**src/scp_regs.vh**
```
// register map, reset values and timing constants of the serial control port
// assumes inclusion by bare name from the port module
`ifndef SCP_REGS_VH
`define SCP_REGS_VH

`define SCP_CLK_PERIOD_NS 20
`define SCP_STARTUP_NS 1000
`define SCP_FRAME_BITS 5'h10
`define SCP_ERR_WORD 16'h0E00

`define SCP_ADDR_STANDBY 7'h00
`define SCP_ADDR_MODE_A 7'h01
`define SCP_ADDR_MODE_B 7'h02
`define SCP_ADDR_MODE_SEL 7'h03
`define SCP_ADDR_POWER 7'h04
`define SCP_ADDR_GEN_CFG 7'h05
`define SCP_ADDR_DATA_CTRL 7'h06
`define SCP_ADDR_IFACE 7'h07
`define SCP_ADDR_AIN_PRECHG 7'h08
`define SCP_ADDR_REF_PRECHG 7'h09
`define SCP_ADDR_OFFSET 7'h0A
`define SCP_ADDR_GAIN 7'h0B
`define SCP_ADDR_PHASE 7'h0C
`define SCP_ADDR_REVISION 7'h0D
`define SCP_ADDR_STATUS 7'h0E
`define SCP_NUM_RW 7'h0D

`define SCP_RST_STANDBY 8'h00
`define SCP_RST_MODE 8'h0D
`define SCP_RST_MODE_SEL 8'h00
`define SCP_RST_POWER 8'h00
`define SCP_RST_GEN_CFG 8'h00
`define SCP_RST_DATA_CTRL 8'h00
`define SCP_RST_IFACE 8'h00
`define SCP_RST_AIN_PRECHG 8'hFF
`define SCP_RST_REF_PRECHG 8'h00
`define SCP_RST_CAL 8'h00

`define SCP_SYNC_BIT 0
`define SCP_RST_KEY1 8'h03
`define SCP_RST_KEY2 8'h02

`endif

```
**src/scp_sync3.v**
```verilog
// three-stage input synchroniser with agreement filter
// assumes inputs are asynchronous to clk_i; output is a clean level
`timescale 1ns/1ns
module scp_sync3 #(
   parameter WIDTH = 3,
   parameter [WIDTH-1:0] RESET_VAL = {WIDTH{1'b0}}
) (
   input wire clk_i,
   input wire reset_i,
   input wire [WIDTH-1:0] async_i,
   output reg [WIDTH-1:0] level_o
);
   reg [WIDTH-1:0] stage1;
   reg [WIDTH-1:0] stage2;
   reg [WIDTH-1:0] stage3;
   integer k;

   // stage1 feeds only stage2; a change counts once stages 2 and 3 agree
   always @(posedge clk_i or posedge reset_i) begin
      if (reset_i) begin
         stage1 <= RESET_VAL;
         stage2 <= RESET_VAL;
         stage3 <= RESET_VAL;
         level_o <= RESET_VAL;
      end else begin
         stage1 <= async_i;
         stage2 <= stage1;
         stage3 <= stage2;
         for (k = 0; k < WIDTH; k = k + 1) begin
            if (stage2[k] == stage3[k]) begin
               level_o[k] <= stage3[k];
            end
         end
      end
   end
endmodule

```
**src/scp_ctrl_port.v**
```verilog
// serial register control port: 16-bit mode 0 slave, off-frame replies
// assumes serial clock slow enough for 50 MHz oversampling (>=5 cycles/half)
// Operation
// - mode 0: clock idles low, drive on falling, sample on rising edge.
// - each frame carries exactly sixteen bits in each direction.
// - command bit 15 set means read, clear means write.
// - command bits 14 to 8 hold the seven-bit register address.
// - reply to a command is shifted out in the following frame.
// - write reply is eight zero bits followed by eight data bits.
// - illegal writes or reads answer with the error word 0x0E00.
// - port is independent of converter clocks and the data path.
// - serial accesses are ignored for a period after any reset.
// - reset default is low power mode, modulator rate master/32.
// - reset default interface: data clock master/8, header on, crc off.
// - both channel mode groups default to sinc5, decimation 1024.
// - channel group assignment defaults to zero, all in group A.
// - input precharge buffers on, reference precharge buffers off.
// - offset, gain and phase calibration default to zero.
// - conversion defaults to continuous rather than single-shot.
// - after port reset, the first command is answered with 0x0E00.
`timescale 1ns/1ns
`include "scp_regs.vh"
module scp_ctrl_port #(
   parameter LOCKOUT_NS = `SCP_STARTUP_NS,
   parameter CNT_W = 16,
   parameter [7:0] REVISION_ID = 8'h5A // arbitrary revision value
) (
   input wire core_clk_i,
   input wire reset_i,
   input wire ctrl_sel_i,
   input wire sclk_i,
   input wire cs_n_i,
   input wire mosi_i,
   output reg miso_o,
   output reg miso_oe_n_o,
   output reg sync_o,
   output reg busy_o,
   output wire [7:0] standby_o,
   output wire [7:0] mode_a_o,
   output wire [7:0] mode_b_o,
   output wire [7:0] mode_sel_o,
   output wire [7:0] power_mode_o,
   output wire [7:0] gen_cfg_o,
   output wire [7:0] data_ctrl_o,
   output wire [7:0] iface_cfg_o,
   output wire [7:0] ain_prechg_o,
   output wire [7:0] ref_prechg_o,
   output wire [7:0] offset_cal_o,
   output wire [7:0] gain_cal_o,
   output wire [7:0] phase_cal_o
);
   localparam integer LOCK_CYC =
      (LOCKOUT_NS + `SCP_CLK_PERIOD_NS - 1) / `SCP_CLK_PERIOD_NS;
   localparam [CNT_W-1:0] LOCK_CNT = LOCK_CYC[CNT_W-1:0];
   localparam [CNT_W-1:0] LOCK_ONE = {{(CNT_W-1){1'b0}}, 1'b1};

   localparam [2:0] ST_IDLE = 3'b001;
   localparam [2:0] ST_FRAME = 3'b010;
   localparam [2:0] ST_DONE = 3'b100;

   function [7:0] reg_default;
      input [6:0] a;
      begin
         if (a == `SCP_ADDR_MODE_A || a == `SCP_ADDR_MODE_B)
            reg_default = `SCP_RST_MODE;
         else if (a == `SCP_ADDR_MODE_SEL)
            reg_default = `SCP_RST_MODE_SEL;
         else if (a == `SCP_ADDR_POWER)
            reg_default = `SCP_RST_POWER;
         else if (a == `SCP_ADDR_GEN_CFG)
            reg_default = `SCP_RST_GEN_CFG;
         else if (a == `SCP_ADDR_IFACE)
            reg_default = `SCP_RST_IFACE;
         else if (a == `SCP_ADDR_AIN_PRECHG)
            reg_default = `SCP_RST_AIN_PRECHG;
         else if (a == `SCP_ADDR_REF_PRECHG)
            reg_default = `SCP_RST_REF_PRECHG;
         else if (a == `SCP_ADDR_OFFSET || a == `SCP_ADDR_GAIN ||
                  a == `SCP_ADDR_PHASE)
            reg_default = `SCP_RST_CAL;
         else if (a == `SCP_ADDR_DATA_CTRL)
            reg_default = `SCP_RST_DATA_CTRL;
         else
            reg_default = `SCP_RST_STANDBY;
      end
   endfunction

   function addr_readable;
      input [6:0] a;
      begin
         addr_readable = (a <= `SCP_ADDR_STATUS);
      end
   endfunction

   function addr_writable;
      input [6:0] a;
      begin
         addr_writable = (a < `SCP_NUM_RW);
      end
   endfunction

   // one of the two port-reset keys written to the data control register
   function rst_key_hit;
      input [15:0] w;
      input [7:0] key;
      begin
         rst_key_hit = ~w[15] & (w[14:8] == `SCP_ADDR_DATA_CTRL) &
                       (w[7:0] == key);
      end
   endfunction

   wire [3:0] pin_level;
   wire sel_lvl;
   wire sclk_lvl;
   wire cs_n_lvl;
   wire mosi_lvl;

   // pins are sampled on the core clock only; no path to conversion data
   // control-select is a pin as well, so it rides the same filter
   scp_sync3 #(
      .WIDTH(4),
      .RESET_VAL(4'b0010)
   ) u_pin_sync (
      .clk_i(core_clk_i),
      .reset_i(reset_i),
      .async_i({ctrl_sel_i, sclk_i, cs_n_i, mosi_i}),
      .level_o(pin_level)
   );

   assign sel_lvl = pin_level[3];
   assign sclk_lvl = pin_level[2];
   assign cs_n_lvl = pin_level[1];
   assign mosi_lvl = pin_level[0];

   // one byte per writable address; the low address nibble indexes it
   reg [7:0] cfg [0:12];
   reg [2:0] state;
   reg sclk_q;
   reg cs_n_q;
   reg frame_ok;
   reg [4:0] bit_cnt;
   reg [15:0] rx_sh;
   reg [15:0] tx_sh;
   reg [15:0] resp;
   reg [CNT_W-1:0] lock_cnt;
   reg rst_armed;
   reg post_rst;
   integer i;

   wire sclk_rise = sclk_lvl & ~sclk_q;
   wire sclk_fall = ~sclk_lvl & sclk_q;
   wire cs_fall = ~cs_n_lvl & cs_n_q;
   wire cs_rise = cs_n_lvl & ~cs_n_q;

   wire cmd_rd = rx_sh[15];
   wire [6:0] cmd_addr = rx_sh[14:8];
   wire [7:0] cmd_data = rx_sh[7:0];
   wire cmd_legal = cmd_rd ? addr_readable(cmd_addr) :
                    addr_writable(cmd_addr);
   wire frame_full = (bit_cnt == `SCP_FRAME_BITS);
   wire is_ctrl_wr = ~cmd_rd & (cmd_addr == `SCP_ADDR_DATA_CTRL);
   wire key2_hit = rst_armed & rst_key_hit(rx_sh, `SCP_RST_KEY2);

   // read data is picked while the command still sits in the shifter
   reg [7:0] rd_byte;
   always @* begin
      rd_byte = 8'h00;
      if (cmd_addr == `SCP_ADDR_REVISION) begin
         rd_byte = REVISION_ID;
      end else if (cmd_addr == `SCP_ADDR_STATUS) begin
         rd_byte = {6'h00, rst_armed, busy_o};
      end else if (addr_writable(cmd_addr)) begin
         rd_byte = cfg[cmd_addr[3:0]];
      end
   end

   assign standby_o = cfg[0];
   assign mode_a_o = cfg[1];
   assign mode_b_o = cfg[2];
   assign mode_sel_o = cfg[3];
   assign power_mode_o = cfg[4];
   assign gen_cfg_o = cfg[5];
   assign data_ctrl_o = cfg[6];
   assign iface_cfg_o = cfg[7];
   assign ain_prechg_o = cfg[8];
   assign ref_prechg_o = cfg[9];
   assign offset_cal_o = cfg[10];
   assign gain_cal_o = cfg[11];
   assign phase_cal_o = cfg[12];

   always @(posedge core_clk_i or posedge reset_i) begin
      if (reset_i) begin
         for (i = 0; i < 13; i = i + 1) begin
            cfg[i] <= reg_default(i[6:0]);
         end
         state <= ST_IDLE;
         sclk_q <= 1'b0;
         cs_n_q <= 1'b1;
         frame_ok <= 1'b0;
         bit_cnt <= 5'h00;
         rx_sh <= 16'h0000;
         tx_sh <= 16'h0000;
         resp <= 16'h0000;
         lock_cnt <= LOCK_CNT;
         busy_o <= 1'b1;
         rst_armed <= 1'b0;
         post_rst <= 1'b0;
         miso_o <= 1'b0;
         miso_oe_n_o <= 1'b1;
         sync_o <= 1'b0;
      end else begin
         sclk_q <= sclk_lvl;
         cs_n_q <= cs_n_lvl;
         sync_o <= 1'b0;
         // lockout window after any reset
         if (lock_cnt != {CNT_W{1'b0}}) begin
            lock_cnt <= lock_cnt - 1'b1;
         end
         busy_o <= (lock_cnt > LOCK_ONE);
         case (state)
            ST_IDLE: begin
               if (cs_fall) begin
                  state <= ST_FRAME;
                  bit_cnt <= 5'h00;
                  // frames opened during lockout or pin mode are ignored
                  frame_ok <= ~busy_o & sel_lvl;
                  // refused frames still drive the line, but only zeros
                  miso_oe_n_o <= 1'b0;
                  if (~busy_o & sel_lvl) begin
                     tx_sh <= resp;
                     miso_o <= resp[15];
                  end else begin
                     tx_sh <= 16'h0000;
                     miso_o <= 1'b0;
                  end
               end
            end
            ST_FRAME: begin
               if (sclk_rise) begin
                  rx_sh <= {rx_sh[14:0], mosi_lvl};
                  // saturate so an overlong frame never wraps back to 16
                  if (bit_cnt != 5'h1F) begin
                     bit_cnt <= bit_cnt + 5'h01;
                  end
               end
               if (sclk_fall) begin
                  tx_sh <= {tx_sh[14:0], 1'b0};
                  miso_o <= tx_sh[14];
               end
               if (cs_rise) begin
                  state <= ST_DONE;
                  miso_o <= 1'b0;
                  miso_oe_n_o <= 1'b1;
               end
            end
            ST_DONE: begin
               // decode only once the frame has closed, never mid-frame
               state <= ST_IDLE;
               // short or long frames leave the pending reply untouched
               if (frame_ok & frame_full) begin
                  rst_armed <= rst_key_hit(rx_sh, `SCP_RST_KEY1);
                  if (key2_hit) begin
                     for (i = 0; i < 13; i = i + 1) begin
                        cfg[i] <= reg_default(i[6:0]);
                     end
                     // a port reset restarts the lockout like a pin reset
                     lock_cnt <= LOCK_CNT;
                     busy_o <= 1'b1;
                     post_rst <= 1'b1;
                     resp <= {8'h00, cmd_data};
                  end else begin
                     if (~cmd_rd & cmd_legal) begin
                        cfg[cmd_addr[3:0]] <= cmd_data;
                     end
                     if (is_ctrl_wr & cmd_data[`SCP_SYNC_BIT]) begin
                        sync_o <= 1'b1;
                     end
                     // the command after a port reset still runs
                     if (post_rst) begin
                        post_rst <= 1'b0;
                        resp <= `SCP_ERR_WORD;
                     end else if (~cmd_legal) begin
                        resp <= `SCP_ERR_WORD;
                     end else if (cmd_rd) begin
                        resp <= {1'b0, cmd_addr, rd_byte};
                     end else begin
                        resp <= {8'h00, cmd_data};
                     end
                  end
               end
            end
            default: begin
               state <= ST_IDLE;
            end
         endcase
      end
   end
endmodule

```
**config.mk**
```make
export PLATFORM = sky130hd
export DESIGN_NAME = scp_ctrl_port
export DESIGN_NICKNAME = d
export VERILOG_FILES = /design/src/scp_sync3.v /design/src/scp_ctrl_port.v
export VERILOG_INCLUDE_DIRS = /design/src
export SDC_FILE = /design/constraint.sdc
export NUM_CORES = 1
export LEC_CHECK = 0
export BUFFER_PORTS_ARGS = -buffer_cell sky130_fd_sc_hd__buf_2
export CAP_MARGIN = 10
export CORE_UTILIZATION = 40
export DETAILED_ROUTE_END_ITERATION = 7
export PLACE_DENSITY = 0.67
export SLEW_MARGIN = 20
export SYNTH_ARGS = -nofsm -noshare
export SYNTH_HDL_FRONTEND = slang
export SYNTH_SLANG_ARGS = --single-unit
```
**constraint.sdc**
```tcl
create_clock -name core_clk_i -period 13.7 [get_ports core_clk_i]
set_input_delay 0.685 -clock core_clk_i [delete_from_list [all_inputs] [get_ports core_clk_i]]
set_output_delay 0.685 -clock core_clk_i [all_outputs]
set_load 0.01 [all_outputs]
```
# Word-level counts from Yosys, hierarchy flattened
# Index checks and enable logic that the tools add are counted.
# W data, S select, Z words.
word_totals:
  out_inout_bits: 108
  elab_cells: 140
  in_bits: 6
  register_bits: 199
op_classes:
  muxes: 46
  addsub: 2
  bitwise: 19
  reduce_logical: 13
  eq_ne: 20
  n_lt_le_gt_ge: 5
ops:
  columns: ["op", "count"]
  rows:
  - ["$mux W104", 2]
  - ["$mux W15", 7]
  - ["$bwmux W104", 1]
  - ["$mux W16", 4]
  - ["$mux W8", 6]
  - ["$bmux W8 S4", 1]
  - ["$demux W8 S4", 1]
  - ["$pmux W15 S2", 1]
  - ["$eq A8 B2 Y1 const B", 2]
  - ["$gt A16 B1 Y1 const B", 1]
  - ["$reduce_bool A16 Y1", 1]
  - ["$sub A16 B1 Y16 const B", 1]
  - ["$mux W5", 3]
  - ["$eq A7 B4 Y1 const B", 2]
  - ["$mux W1", 14]
  - ["$and A1 B1 Y1", 12]
  - ["$reduce_and A3 Y1", 4]
  - ["$ne A2 B2 Y1 const B", 5]
  - ["$pmux W5 S2", 1]
  - ["$reduce_and A2 Y1", 4]
  - ["$eq A7 B3 Y1 const B", 1]
  - ["$le A7 B4 Y1 const B", 1]
  - ["$lt A7 B4 Y1 const B", 1]
  - ["$mux W3", 2]
  - ["other kinds (17)", 27]

# Longest topological paths before layout
depth:
  ltp_word: 11
  ltp_mapped: 9

# Modules after synthesis
# A second synthesis with hierarchy kept.
unflattened:
  hier_cells: 766
  hier_area_um2: 9247.6
by_module_without_submodules:
  columns: ["mod", "cells_each", "n_inst", "area_each_um2"]
  rows:
  - ["scp_ctrl_port", 745, 1, 8793.4]
  - ["scp_sync3", 21, 1, 454.2]

# Worst setup path before layout
# No wires, ideal clock.
synth_path:
  path_kind: "register to register"
  start: "register bit_cnt[0]"
  end: "register cfg, in the netlist gain_cal_o[0]"
  t_required_ns: 13.575
  arrival_time_ns: 2.306
  path_buffers: 2
  setup_time_ns: 0.125
  setup_slack_ns: 11.269
  synth_period_minus_slack_ns: 2.431
  stages_incl_launch_ff: 10
  cell_sequence: "dfrtp_1 inv_1 ha_1 nand4bb_1 or4_1 clkbuf_1 nor4_2 buf_2 o21ai_2 mux2_2"
synth_via:
  elab_chain_len: 3
synth_lines:
  columns: ["item", "line", "source"]
  rows:
  - ["start, declared", "scp_ctrl_port.v:141", "reg [4:0] bit_cnt;"]
  - ["start signal, assigned", "scp_ctrl_port.v:243", "bit_cnt <= bit_cnt + 5'h01;"]
  - ["$eq A5 B5 Y1 (no line)", null, null]
  - ["$and A1 B1 Y1", "scp_ctrl_port.v:260", "if (frame_ok & frame_full) begin"]
  - ["$reduce_and A3 Y1 (no line)", null, null]
  - ["end signal, assigned by index", "scp_ctrl_port.v:194", "cfg[i] <= reg_default(i[6:0]);"]
  - ["end signal, assigned by index", "scp_ctrl_port.v:264", "cfg[i] <= reg_default(i[6:0]);"]
  - ["end signal, assigned by index", "scp_ctrl_port.v:273", "cfg[cmd_addr[3:0]] <= cmd_data;"]
  - ["end, declared", "scp_ctrl_port.v:136", "reg [7:0] cfg [0:12];"]
# Every way passes these cells.
# A chain may end at the register's enable or synchronous reset.

# Final worst setup path
layout_path:
  start: "register rx_sh[4]"
  end: "register cfg, in the netlist offset_cal_o[6]"
layout_via:
  elab_chain_len: 5
layout_lines:
  columns: ["item", "line", "source"]
  rows:
  - ["start, declared", "scp_ctrl_port.v:142", "reg [15:0] rx_sh;"]
  - ["start signal, assigned", "scp_ctrl_port.v:240", "rx_sh <= {rx_sh[14:0], mosi_lvl};"]
  - ["$eq A8 B2 Y1 (*)", "scp_ctrl_port.v:108", "(w[7:0] == key);"]
  - ["$and A1 B1 Y1 (*)", "scp_ctrl_port.v:107", "rst_key_hit = ~w[15] & (w[14:8] == `SCP_ADDR_DATA_CTRL) &"]
  - ["$and A1 B1 Y1 (*)", "scp_ctrl_port.v:162", "wire key2_hit = rst_armed & rst_key_hit(rx_sh, `SCP_RST_KEY2);"]
  - ["$reduce_bool A2 Y1 (no line)", null, null]
  - ["$reduce_and A3 Y1 (no line)", null, null]
# Every way passes the cells marked *; elsewhere a longest branch is shown, timed or not.

==> reports/summary.txt <==
vias in the first global route -> 6690
Synth-to-Final Area Change -> 15.7%
crit end category -> flip-flop
WL/cell -> 20.5 um
top-area cell type share of the netlist area -> 0.478
Unique masters post-synth -> 61
fmax -> 291 MHz
Arr. time, crit path -> 3760 ps
# setup viols final -> 0
post-synth top area cell -> dfrtp_1
Post-layout nets -> 865
top post-synthesis cells by area -> dfrtp_1 48%, mux2_2 9.6%, dfstp_2 7.2%
total wire length -> 23500 um
delay-heaviest family, CP -> simple AND/OR/NAND/NOR gates
Seq/Total Area, Yosys -> 0.550
worst setup margin -> 10260 ps
Post-route DRC -> 0
Mapped Cells -> 757
Vias/cell -> 5.77
CP bufs+invs -> 0
chip width -> 153 um
number of port buffers -> 113
worst path cell trace -> or4_1, nor4_2, and3_1, o21ai_1, mux2_2
CP max FO -> 17
cts bufs inserted -> 17
clock period minus worst slack -> 3440 ps
Critical Path Source Type -> flip-flop
routed vias -> 6607
post-route ant nets -> 0
GRT overflow -> 0
row cnt -> 54
chip height -> 153 um
Mapped Area -> 9100 sq um
Avg Synthesized Cell Area -> 12.0 sq um
Synth warnings -> 0
Layout Utilization -> 0.477
syn nets -> 769
Final Cycle Share -> 0.251
Hold Crit Class -> in2async
PostCTS Resize Cnt -> 0
Final Hold Fails -> 0
Placer Congestion -> 0.809
Critical Path RT -> 14030 ps
setup TNS -> 0 ps
Post-synth EDFFs -> 0
num ports -> 114
First-pass DRT Iterations -> 4
ys flop type -> dfrtp_1
Slew @ Worst Pin -> 1110 ps
hold buffers post-CTS -> 0
layout cells sized above 1 -> 0.342
top-count cell post-synth -> dfrtp_1
first-pass GRT wire length -> 38200 um
CTS tree -> yes
Max VDD drop -> 87.3 uV
Initial Util -> 0.412
clk_lat worst skew -> 440 ps
largest net degree at the start of global routing -> 145
Post-Place Worst Slack -> 10360 ps
clk_skew -> 12.7 ps
worst setup path class -> reg2reg
Power per Cell Area -> 115 nW/um^2
clk root buf -> clkbuf_16
total track usage -> 0.211
run status -> completed
core area -> 22100 sq um
Worst-path clk slew -> 70 ps
Final Max Slew Viols -> 0
Clock Tree Buf Depth -> 2
max_slew headroom -> 0.259
Detailed Route Iter0 Violations -> 466
Slowest cell on crit path -> and3_1
Post-CTS Repair Setup Buffers -> 0
ANT cells -> 0
Max-Cap Viols -> 0
initial antenna violation count -> 0
HPWL Detailed -> 15800 um
slowest stage delay, CP -> 830 ps
RSZ-0062 raised after global routing -> no
Pleak -> 5.06 nW
depth of the CTS H-tree -> 4
Synth Register Bits -> 199
DIE AREA -> 23400 sq um
Post-synth ARST share -> 1.00
Synth top cells by count -> 174 x dfrtp_1, 78 x mux2_2, 62 x nor2_1
CTS Sinks -> 199
## cells in the final DEF, fill, tap and decap left out, types with 5 or more instances in the layout
master,instances
buf_4,8
nand2b_1,13
nor2b_1,6
dfstp_2,25
maj3_1,5
a31oi_1,17
buf_2,113
nor4_1,5
o21ai_1,7
a21o_1,6
inv_1,12
ha_1,6
nand3_1,22
o31ai_1,10
clkbuf_16,17
nor3_1,9
a22o_1,34
o21ai_2,7
mux4_2,19
dfrtp_1,173
o22a_1,6
or4_1,8
nor2_1,62
or3_1,10
mux2i_1,14
a211oi_1,5
o21ai_0,18
mux2_2,78
and3_1,8
a21oi_1,10
nand2_1,53
## flip-flops by register name, indices dropped and copies added (netlist names), 5 cells and up
register / cells
mode_sel_o: 8
rx_sh: 16
gain_cal_o: 8
lock_cnt: 16
power_mode_o: 8
ref_prechg_o: 8
gen_cfg_o: 8
ain_prechg_o: 8
tx_sh: 15
bit_cnt: 5
mode_a_o: 8
iface_cfg_o: 8
offset_cal_o: 8
standby_o: 8
resp: 15
mode_b_o: 8
data_ctrl_o: 8
phase_cal_o: 8
## logic make-up (layout without fill, tap and decap cells)
| logic type | after synthesis | after routing | share of synthesized area |
|---|---|---|---|
| AND/OR/NAND/NOR | 225 | 225 | 0.127 |
| flip-flops | 199 | 199 | 0.550 |
| AO/OA/AOI/OAI | 146 | 146 | 0.118 |
| multiplexers | 111 | 111 | 0.159 |
| buffers and inverters | 58 | 167 | 0.0256 |
| adder cells (fa/ha/maj) | 11 | 11 | 0.0137 |
| XOR/XNOR | 7 | 7 | 0.00673 |
## final timing paths
path / cells after the start / slack, ps / from / end
worst max-delay path: 5 / 10260 / rx_sh[4] / offset_cal_o[6]
worst min register to register: 0 / 350 / u_pin_sync.stage1[0] / u_pin_sync.stage2[0]
min in group core_clk_i: 1 / 340 / cs_n_i / u_pin_sync.stage1[1]
max in group asynchronous: 3 / 12490 / reset_i / rx_sh[4]
worst max register to register: 5 / 10260 / rx_sh[4] / offset_cal_o[6]
worst min-delay path: 2 / 220 / reset_i / state[2]
## metrics by stage
step                      instances  hold slack, ps  power (mW)  area [sq um]
final                          1146             225        1.21         10500
after global routing           1146             231        1.26         10500
after CTS                      1145             325        1.22         10500
after detailed placement       1113             335       0.722          9900
after global placement         1113             338       0.718          9900
after floorplan                 757             331       0.697          9100
## routing by layer
layer,part of all wire,track usage,wire length [um]
met2,0.45,0.324,10700
met3,0.065,0.0496,1530
met4,0.026,0.0774,621
met5,0,0,0
met1,0.45,0.292,10700
## final cells by class
| type | count | area (sq um) |
|---|---|---|
| fill | 1955 | 11600 |
| inverter | 13 | 56.3 |
| timing repair buffer | 122 | 653 |
| sequential | 199 | 5010 |
| clock buffer | 20 | 467 |
| clock inverter | 12 | 129 |
| multi-input combinational | 500 | 3860 |
| tap | 280 | 350 |
## power by group
part / switching [mW] / total [mW] / leakage, nW / internal, mW
Combinational: 0.0411 / 0.0658 / 2.14 / 0.0246
Clock: 0.233 / 0.504 / 0.294 / 0.272
Sequential: 0.0258 / 0.644 / 2.63 / 0.619
Total: 0.299 / 1.21 / 5.06 / 0.915
Power figures use the tool's default switching activity.
